<file path="config.mk">
export PLATFORM = sky130hd
export DESIGN_NAME = gag_top
export DESIGN_NICKNAME = d
export VERILOG_FILES = /design/src/design/gag_pkg.sv /design/src/design/gag_top.sv /design/src/design/gag_addr_calc.sv /design/src/design/gag_cursor.sv
export SDC_FILE = /design/constraint.sdc
export NUM_CORES = 1
export LEC_CHECK = 0
export BUFFER_PORTS_ARGS = -buffer_cell sky130_fd_sc_hd__buf_4
export CORE_UTILIZATION = 49
export CTS_BUF_LIST = sky130_fd_sc_hd__clkbuf_4 sky130_fd_sc_hd__clkbuf_8 sky130_fd_sc_hd__clkbuf_16
export CTS_CLUSTER_DIAMETER = 150
export DETAILED_ROUTE_END_ITERATION = 12
export PLACE_DENSITY_LB_ADDON = 0.2
export SYNTH_ARGS = -nofsm -noshare
export SYNTH_HDL_FRONTEND = slang
export SYNTH_SLANG_ARGS = --single-unit
</file>
<file path="constraint.sdc">
create_clock -name clk -period 3.4 [get_ports clk]
set_clock_uncertainty 0.15 [all_clocks]
set_input_delay 0.68 -clock clk [delete_from_list [all_inputs] [get_ports clk]]
set_output_delay 0.68 -clock clk [all_outputs]
set_load 0.03 [all_outputs]
</file>
<file path="src/design/gag_pkg.sv">
// shared constants and types of the glyph address generator
package gag_pkg;

  // ******************************
  // register indices and reset values
  // ******************************
  localparam logic [7:0]  REG_GLYPH_BASE_LOW  = 8'h19;
  localparam logic [7:0]  REG_GLYPH_BASE_HIGH = 8'h1a;
  localparam logic [15:0] GLYPH_BASE_RESET    = 16'h0000;
  localparam logic [15:0] CURSOR_RESET        = 16'h0000;
  localparam logic [1:0]  DIR_RESET           = 2'h0;

  // ******************************
  // config bit positions
  // ******************************
  localparam int SOURCE_SELECT_BIT = 0;
  localparam int HEIGHT_SELECT_BIT = 2;

  // ******************************
  // command codes
  // ******************************
  localparam logic [7:0] CMD_MEMORY_WRITE   = 8'h42;
  localparam logic [7:0] CMD_CURSOR_WRITE   = 8'h46;
  localparam logic [7:0] CMD_GLYPH_BASE_SET = 8'h5c;
  localparam logic [7:0] CMD_DIR_BASE       = 8'h4c;
  localparam logic [7:0] CMD_DIR_MASK       = 8'hfc;

  // ******************************
  // glyph sets
  // ******************************
  localparam int        ROM_GLYPH_COUNT  = 160;
  localparam int        ROM_GLYPH_WIDTH  = 5;
  localparam int        ROM_GLYPH_HEIGHT = 7;
  localparam int        RAM_GLYPH_MIXED_MAX = 64;
  localparam logic [7:0] RAM_LOW_FIRST  = 8'h80;
  localparam logic [7:0] RAM_LOW_LAST   = 8'h9f;
  localparam logic [7:0] RAM_HIGH_FIRST = 8'he0;

  // ******************************
  // cursor step directions
  // ******************************
  localparam logic [1:0] DIR_RIGHT = 2'h0;
  localparam logic [1:0] DIR_LEFT  = 2'h1;
  localparam logic [1:0] DIR_UP    = 2'h2;
  localparam logic [1:0] DIR_DOWN  = 2'h3;

  typedef enum logic [1:0] {
    GAG_IDLE = 2'b00,
    GAG_P1   = 2'b01,
    GAG_P2   = 2'b11,
    GAG_DATA = 2'b10
  } gag_state_t;

  typedef struct packed {
    logic [7:0] code;
    logic [3:0] row;
  } gag_fetch_t;

  typedef struct packed {
    logic        write;
    logic        is_cmd;
    logic [7:0]  data;
  } gag_host_t;

endpackage

</file>
<file path="src/design/gag_top.sv">
// glyph address generator: command decode, base register, cursor, fetch address
`timescale 1ns/10ps
module gag_top
(
  // clock and reset
  input  wire logic                clk,
  input  wire logic                reset,
  // host parallel port, already decoded into byte strobes
  input  wire gag_pkg::gag_host_t  host,
  // configuration
  input  wire logic                glyph_source_select,
  input  wire logic                glyph_height_select,
  input  wire logic                one_bpp_mode,
  input  wire logic [15:0]         address_pitch,
  // glyph fetch from the display scanner
  input  wire gag_pkg::gag_fetch_t fetch,
  output logic [15:0]              glyph_fetch_address,
  output logic                     use_user_glyph_ram,
  output logic                     user_glyph_allowed,
  // display memory write port
  output logic                     mem_write,
  output logic [15:0]              mem_address,
  output logic [7:0]               mem_data,
  // register views
  output logic [15:0]              glyph_base_address,
  output logic [15:0]              cursor_address,
  output logic [1:0]               cursor_direction,
  output logic                     base_nonzero_error
);

  // ******************************
  // command sequencing
  // ******************************
  gag_pkg::gag_state_t state;
  gag_pkg::gag_state_t next_state;
  logic [7:0]          active_cmd;

  logic is_base_cmd;
  logic is_cursor_cmd;
  logic is_write_cmd;
  logic param_byte;
  logic cursor_low;
  logic cursor_high;
  logic mem_step;

  assign is_base_cmd   = active_cmd == gag_pkg::CMD_GLYPH_BASE_SET;
  assign is_cursor_cmd = active_cmd == gag_pkg::CMD_CURSOR_WRITE;
  assign is_write_cmd  = active_cmd == gag_pkg::CMD_MEMORY_WRITE;
  assign param_byte    = host.write && !host.is_cmd;

  always_comb
  begin
    next_state = state;
    if (host.write && host.is_cmd)
    begin
      if (host.data == gag_pkg::CMD_GLYPH_BASE_SET || host.data == gag_pkg::CMD_CURSOR_WRITE)
        next_state = gag_pkg::GAG_P1;
      else if (host.data == gag_pkg::CMD_MEMORY_WRITE)
        next_state = gag_pkg::GAG_DATA;
      else
        next_state = gag_pkg::GAG_IDLE;
    end
    else if (param_byte)
    begin
      case (state)
        gag_pkg::GAG_P1:   next_state = gag_pkg::GAG_P2;
        gag_pkg::GAG_P2:   next_state = gag_pkg::GAG_IDLE;
        gag_pkg::GAG_DATA: next_state = gag_pkg::GAG_DATA;
        default:           next_state = gag_pkg::GAG_IDLE;
      endcase
    end
  end

  always_ff @(posedge clk)
  begin
    if (reset)
      state <= gag_pkg::GAG_IDLE;
    else
      state <= next_state;
  end

  always_ff @(posedge clk)
  begin
    if (reset)
      active_cmd <= 8'h00;
    else if (host.write && host.is_cmd)
      active_cmd <= host.data;
  end

  // ******************************
  // glyph base register
  // ******************************
  always_ff @(posedge clk)
  begin
    if (reset)
      glyph_base_address <= gag_pkg::GLYPH_BASE_RESET;
    else if (param_byte && is_base_cmd && state == gag_pkg::GAG_P1)
      glyph_base_address[7:0] <= host.data;
    else if (param_byte && is_base_cmd && state == gag_pkg::GAG_P2)
      glyph_base_address[15:8] <= host.data;
  end

  // rom off requires a zero base; base may be anywhere only with rom in use
  assign base_nonzero_error = glyph_source_select
                            && (glyph_base_address != 16'h0000);

  // ******************************
  // cursor direction
  // ******************************
  always_ff @(posedge clk)
  begin
    if (reset)
      cursor_direction <= gag_pkg::DIR_RESET;
    else if (host.write && host.is_cmd
             && (host.data & gag_pkg::CMD_DIR_MASK) == gag_pkg::CMD_DIR_BASE)
      cursor_direction <= host.data[1:0];
  end

  // ******************************
  // cursor / access address
  // ******************************
  assign cursor_low  = param_byte && is_cursor_cmd && state == gag_pkg::GAG_P1;
  assign cursor_high = param_byte && is_cursor_cmd && state == gag_pkg::GAG_P2;
  assign mem_step    = param_byte && is_write_cmd && state == gag_pkg::GAG_DATA;

  // the same register drives both the shown cursor and the write address
  gag_cursor u_cursor
  (
    .clk            (clk),
    .reset          (reset),
    .load_low       (cursor_low),
    .load_high      (cursor_high),
    .load_data      (host.data),
    .step           (mem_step),
    .direction      (cursor_direction),
    .pitch          (address_pitch),
    .cursor_address (cursor_address)
  );

  // ******************************
  // display memory write
  // ******************************
  // registered so address and data present together with the strobe
  always_ff @(posedge clk)
  begin
    if (reset)
    begin
      mem_write   <= 1'b0;
      mem_address <= 16'h0000;
      mem_data    <= 8'h00;
    end
    else
    begin
      mem_write <= mem_step;
      if (mem_step)
      begin
        mem_address <= cursor_address;
        mem_data    <= host.data;
      end
    end
  end

  // ******************************
  // glyph fetch address
  // ******************************
  gag_addr_calc u_calc
  (
    .glyph_base_address  (glyph_base_address),
    .fetch               (fetch),
    .glyph_height_select (glyph_height_select),
    .glyph_source_select (glyph_source_select),
    .glyph_fetch_address (glyph_fetch_address),
    .use_user_glyph_ram  (use_user_glyph_ram)
  );

  // user glyphs only legal at one bit per pixel; rom set sizes live in the package
  assign user_glyph_allowed = one_bpp_mode;

endmodule

</file>
<file path="src/design/gag_addr_calc.sv">
// glyph fetch address arithmetic and code classification
`timescale 1ns/10ps
module gag_addr_calc
(
  // request
  input  wire logic [15:0]          glyph_base_address,
  input  wire gag_pkg::gag_fetch_t  fetch,
  input  wire logic                 glyph_height_select,
  input  wire logic                 glyph_source_select,
  // result
  output logic [15:0]               glyph_fetch_address,
  output logic                      use_user_glyph_ram
);

  function automatic logic [15:0] position(input logic [7:0] code, input logic [3:0] row,
                                           input logic tall);
    logic [15:0] offs;
    offs = 16'h0000;
    if (tall)
      offs = {4'h0, code, row};
    else
      offs = {5'h00, code, row[2:0]};
    return offs;
  endfunction

  // 16-bit sum drops the carry out of bit 15
  assign glyph_fetch_address = glyph_base_address
                             + position(fetch.code, fetch.row, glyph_height_select);

  // rom in use: two code ranges go to ram; rom off: all codes go to ram
  assign use_user_glyph_ram = glyph_source_select
    || (fetch.code >= gag_pkg::RAM_LOW_FIRST && fetch.code <= gag_pkg::RAM_LOW_LAST)
    || (fetch.code >= gag_pkg::RAM_HIGH_FIRST);

endmodule

</file>
<file path="src/design/gag_cursor.sv">
// cursor address register with automatic stepping
`timescale 1ns/10ps
module gag_cursor
(
  // clock and reset
  input  wire logic        clk,
  input  wire logic        reset,
  // control
  input  wire logic        load_low,
  input  wire logic        load_high,
  input  wire logic [7:0]  load_data,
  input  wire logic        step,
  input  wire logic [1:0]  direction,
  input  wire logic [15:0] pitch,
  // state
  output logic [15:0]      cursor_address
);

  always_ff @(posedge clk)
  begin
    if (reset)
      cursor_address <= gag_pkg::CURSOR_RESET;
    else if (load_low)
      cursor_address <= {cursor_address[15:8], load_data};
    else if (load_high)
      cursor_address <= {load_data, cursor_address[7:0]};
    else if (step)
    begin
      case (direction)
        gag_pkg::DIR_RIGHT: cursor_address <= cursor_address + 16'h0001;
        gag_pkg::DIR_LEFT:  cursor_address <= cursor_address - 16'h0001;
        gag_pkg::DIR_UP:    cursor_address <= cursor_address - pitch;
        gag_pkg::DIR_DOWN:  cursor_address <= cursor_address + pitch;
        default:            cursor_address <= cursor_address;
      endcase
    end
  end

endmodule

</file>
* Yosys cells after proc, flatten, opt, wreduce, memory -nomap -nowiden *
Index checks and enable logic that the tools add are counted.

word-level totals
  register bits after elaboration = 69
  latch bits = 0
  memory bits (writable) = 0
  bits in read-only memories = 0
  input bits = 43
  output and inout bits = 78
  word-level logic and storage cells = 69
  memories = 0

cells by class
  $add $sub $neg = 5
  multiply operators = 0
  div/mod/pow operators = 0
  order comparisons = 3
  eq/ne operators = 14
  shifts and indexed selects = 0
  mux-type cells = 10
  bitwise gates (word level) = 2
  reductions and logical operators = 25

operators by type and width
  kind                     number
  $pmux W16 S4             1
  $eq A8 B7 Y1 const B     6
  $mux W16                 2
  $add A16 B1 Y16 const B  1
  $add A16 B12 Y16         1
  $add A16 B16 Y16         1
  $ge A8 B8 Y1 const B     2
  $reduce_bool A16 Y1      1
  $sub A16 B1 Y16 const B  1
  $sub A16 B16 Y16         1
  $logic_and A1 B1 Y1      13
  $mux W12                 1
  $eq A2 B2 Y1 const B     4
  $le A8 B8 Y1 const B     1
  $mux W2                  4
  $mux W8                  1
  $eq A6 B5 Y1 const B     1
  $reduce_and A2 Y1        3
  $reduce_bool A2 Y1       3
  $eq A2 B1 Y1 const B     2
  $pmux W2 S2              1
  $logic_or A1 B1 Y1       3
  $logic_not A2 Y1         1
  $ne A2 B2 Y1 const B     1
  2 further kinds          3

* Longest topological paths before layout *
  word-level depth = 7
  depth in mapped cells = 14
  gate-level depth less buffers = 14

* Hierarchy *
A second synthesis with hierarchy kept.

unflattened totals
  cells, all modules = 628
  area total of the unflattened synthesis = 5265.0 um2

modules (own cells, without submodules)
  module         times used  cells an instance  area each (um2)  sequential area each (um2)
  gag_top        1           241                2429.8           1061.0
  gag_cursor     1           271                1928.1           320.3
  gag_addr_calc  1           116                907.1            0.0

* Least setup slack after synthesis *
OpenSTA, ideal clock, no wires.

  path kind = input port to output port
  start = input glyph_height_select
  end = output glyph_fetch_address[15]
  arrival time = 2988 ps
  required time = 2570 ps
  slack = -418 ps
  cell stages on the path = 8
  path buffers = 1
  cells stage by stage = clkbuf_1 -> mux2_2 -> ha_1 -> a2111o_1 -> o211a_1 -> o21ai_0 -> nor2_1 -> xor2_1

on the way
  cells in the longest elaborated chain, start to end = 2

RTL lines
  item              line                 text
  start, declared   gag_top.sv:12        input wire logic glyph_height_select,
  $mux W12          gag_addr_calc.sv:19  if (tall)
  $add A16 B12 Y16  gag_addr_calc.sv:28  + position(fetch.code, fetch.row, glyph_height_select);
  end, declared     gag_top.sv:17        output logic [15:0] glyph_fetch_address,

Every way passes these cells.

* Worst setup path after layout *
  start = input fetch[1] (netlist bit)
  end = output glyph_fetch_address[5]

on the way
  cells in the longest elaborated chain, start to end = 2

RTL lines
  item              line                 text
  start, declared   gag_top.sv:16        input wire gag_pkg::gag_fetch_t fetch,
  $mux W12          gag_addr_calc.sv:19
  $add A16 B12 Y16  gag_addr_calc.sv:28

Every way passes these cells.

==> impl_metrics.toml <==
[finish]
antenna-diode-count = 0
layout.nets = 865
num-fill-cells = 760
finalCoreUtilization_pct = 70.5
fin_cells = 922
final_cell_area_mm2 = 0.00663
seqCellArea_mm2 = 0.00138
area.growth.synth_to_final_pct = 37.3
drive_above_1_share_pct = 30.5
multi_input_area_mm2 = 0.00348

[pwr]
switching_share_pct = 28.5
p_clk_share_pct = 35.9
static-leakage-power_nw = 2.96
seqPwrFrac_pct = 49.0
power_density_mw_per_mm2 = 252
internal_power_mw = 1.20
p_comb_share_pct = 15.1
irDropWorstVdd_uv = 153
switchingPower_mw = 0.477

[floorplanning]
num_rows = 35
chipHeight_um = 101
dieWidth_um = 101
initial_core_util_pct = 51.3
core-area_mm2 = 0.00942
io_pins = 121
die_outline_area_mm2 = 0.0103

[clock_tree]
clock_tree.root_cell = "sky130_fd_sc_hd__clkbuf_8"
cts-buffers-inserted = 9
cts.sinks = 69
clk-insertion-delay-late_ps = 360
hold_buffers = 0
tritoncts_clock_tree = "built"
ctsHtreeMaxLevel = 3
clock_transition_time_at_the_flip_flop_clock_pins_of_the_worst_setup_and_hold_paths_ps = 70
cts_max_path_buffers = 2

[yosys]
ys.warnings.count = 0
synth_top_flop_cell = "sky130_fd_sc_hd__dfxtp_1"
synth-seq-cells = 69
synth-edff-count = 0
synth-seq-area-share_pct = 28.6
yosys.cell_count.top_type = "sky130_fd_sc_hd__nand2_1"
synth_async_sr_flop_share_pct = 0
netlist_area_mm2 = 0.00483
ys_top_cells_by_count = "97 x sky130_fd_sc_hd__nand2_1, 73 x sky130_fd_sc_hd__a21oi_1, 69 x sky130_fd_sc_hd__dfxtp_1"
synth_area_leader_cell = "sky130_fd_sc_hd__dfxtp_1"
synthDistinctLibCells = 63
synth.area.top_cells = "sky130_fd_sc_hd__dfxtp_1 29%, sky130_fd_sc_hd__ha_1 8.3%, sky130_fd_sc_hd__a21oi_1 7.6%"
syn_nets = 708
syn_inst = 631
syn_avg_cell_area_um2 = 7.66
post-synth-top-area-fraction_pct = 28.6

[detailed_routing]
remaining_drc_errors = 0
route.detailed.wl_per_inst_um = 16.8
detail_route.first_pass.iterations = 6
avg_vias_per_cell = 5.77
detail_route.iter0.violations = 357
via_count = 5318
postRouteAntennaNets = 0
drt_wl_total_um = 15400

[timing]
finalWorstPathRequiredPeriod_ps = 3480
finalCritPeriodShare_pct = 102
fin_ws_ps = -79.1
timing_worst_slew_pin_value_ps = 768
unrepaired_setup_endpoints_after_global_routing = "yes"
worst_slew_margin_rel_pct = 48.8
final_hold_viol_count = 0
max_slew_violation_total_from_the_final_report = 0
summed_negative_setup_slack_over_all_endpoints_ps = -237
clock.fmax_mhz = 287
setup-violations-final = 6

[run_status]
run_status = "complete, but fails checks"
failing_checks = "negative setup slack"

[global_routing]
gr-total-overflow = 0
antenna_found_initial = 0
grt_pass1_wl_um = 23400
globalRouteTotalUtil_pct = 29.4
maximum_number_of_pins_on_one_net_before_global_route_repair = 70
grt_pass1_vias = 4845

[hold_path]
min-delay-path-class = "register to register"

[worst_setup_path]
worst_path_most_repeated_cell = "sky130_fd_sc_hd__buf_4"
path_cells = "buf_4, buf_4, ha_1, a211oi_1, nor2_2, buf_4, buf_4, o21a_1, nor2_1, xnor2_1, buf_4"
critical_path_required_time_ps = 2570
cp_slowest_stage_delay_ps = 370
kind_of_capture_point_of_the_worst_setup_path = "primary output"
path_max_fanout = 3
class_of_the_most_critical_setup_path = "input pin to primary output"
critPathLaunchType = "input pin"
cp_max_delay_cell = "sky130_fd_sc_hd__a211oi_1"
critPathArrivalTime_ps = 2650

[flow_run]
timing.max_cap.violations = 0

[placement]
placed_cell_area_mm2 = 0.00619
hpwl_um = 11000
dp_worst_setup_slack_ps = -273
numPlacedInstances = 896
gp_congestion = 0.913
numPortBuffers = 118
-- worst max-delay path, delay by kind of cell --
kind,cells,cell delay [ps]
buf+inv,5,730
compound gates,2,540
fa+ha+maj,1,320
simple gates,2,220
xor+xnor,1,160
-- metrics by stage --
| step | hold WS (ps) | power [mW] |
|---|---|---|
| after floorplan | 289 | 0.962 |
| after global placement | 294 | 1.06 |
| after detailed placement | 297 | 1.07 |
| after CTS | 309 | 1.66 |
| after global routing | 330 | 1.73 |
| final | 306 | 1.67 |
-- final cells by class --
type                       instances  area share [%]
inverter                          20            1.13
clock buffer                      10            1.98
sequential                        69            20.8
tap                              129            2.43
clock inverter                     6           0.604
timing repair buffer             177            20.6
multi-input combinational        511            52.4
-- flip-flops by register name (all words and copies together) (netlist names) --
register / flops
active_cmd: 8
cursor_direction: 2
glyph_base_address: 16
mem_address: 16
mem_data: 8
mem_write: 1
state: 2
u_cursor.cursor_address: 16
-- layout by cell type, fill, tap and decap left out, drive strengths merged, types with 5 or more instances in the layout --
| master | count |
|---|---|
| a211oi | 8 |
| a21o | 9 |
| a21oi | 74 |
| a31oi | 5 |
| and3 | 6 |
| buf | 177 |
| clkbuf | 10 |
| clkinv | 5 |
| dfxtp | 69 |
| ha | 32 |
| inv | 20 |
| mux2 | 8 |
| mux2i | 21 |
| nand2 | 97 |
| nand3 | 18 |
| nor2 | 60 |
| nor2b | 5 |
| nor3 | 21 |
| nor3b | 6 |
| nor4 | 8 |
| o211ai | 7 |
| o21a | 5 |
| o21ai | 34 |
| xnor2 | 17 |
| xor2 | 7 |
-- cells by family (layout without fill, tap and decap cells) --
group	after synthesis	in the layout	synth area share, %
XOR/XNOR	24	24	4.35
multiplexers	29	29	6.22
flip-flops	69	69	28.6
AO/OA/AOI/OAI	169	169	21.9
buffers and inverters	51	213	4.38
AND/OR/NAND/NOR	255	255	25.5
adder cells (fa/ha/maj)	34	34	9.12
-- per-layer routing --
layer / part of all wire [%] / routed length [um] / track usage (%)
met3: 6.3 / 977 / 5.87
met5: 0 / 0 / 0
met1: 42 / 6460 / 35.0
met4: 2.9 / 442 / 13.2
met2: 49 / 7570 / 51.2
-- worst paths after layout --
kind                               startpoint                                       end  slack, ps  cells after the start
min reg2reg          mem_data[6]$_SDFFE_PP0P_                  mem_data[6]$_SDFFE_PP0P_        310                      2
max                                  fetch[1]                    glyph_fetch_address[5]        -80                     11
max reg2reg  cursor_direction[0]$_SDFFE_PP0P_  u_cursor.cursor_address[13]$_SDFFE_PP0P_        420                     11
min                  mem_data[6]$_SDFFE_PP0P_                  mem_data[6]$_SDFFE_PP0P_        310                      2
-- power by group through the flow --
stage | registers [mW] | clock network [mW] | logic (mW)
after floorplan | 0.837 | 0 | 0.126
after global placement | 0.837 | 0 | 0.223
after detailed placement | 0.838 | 0 | 0.230
after CTS | 0.819 | 0.604 | 0.239
after global routing | 0.820 | 0.643 | 0.271
final | 0.820 | 0.600 | 0.253
-- timing repair --
action | in CTS | in global routing
setup endpoints to repair | 7 | 10
pin swaps | 15 | 15
setup buffers | 8 | 3
gates resized for setup | 27 | 20
Note: power is estimated with default switching activity, not from simulation.
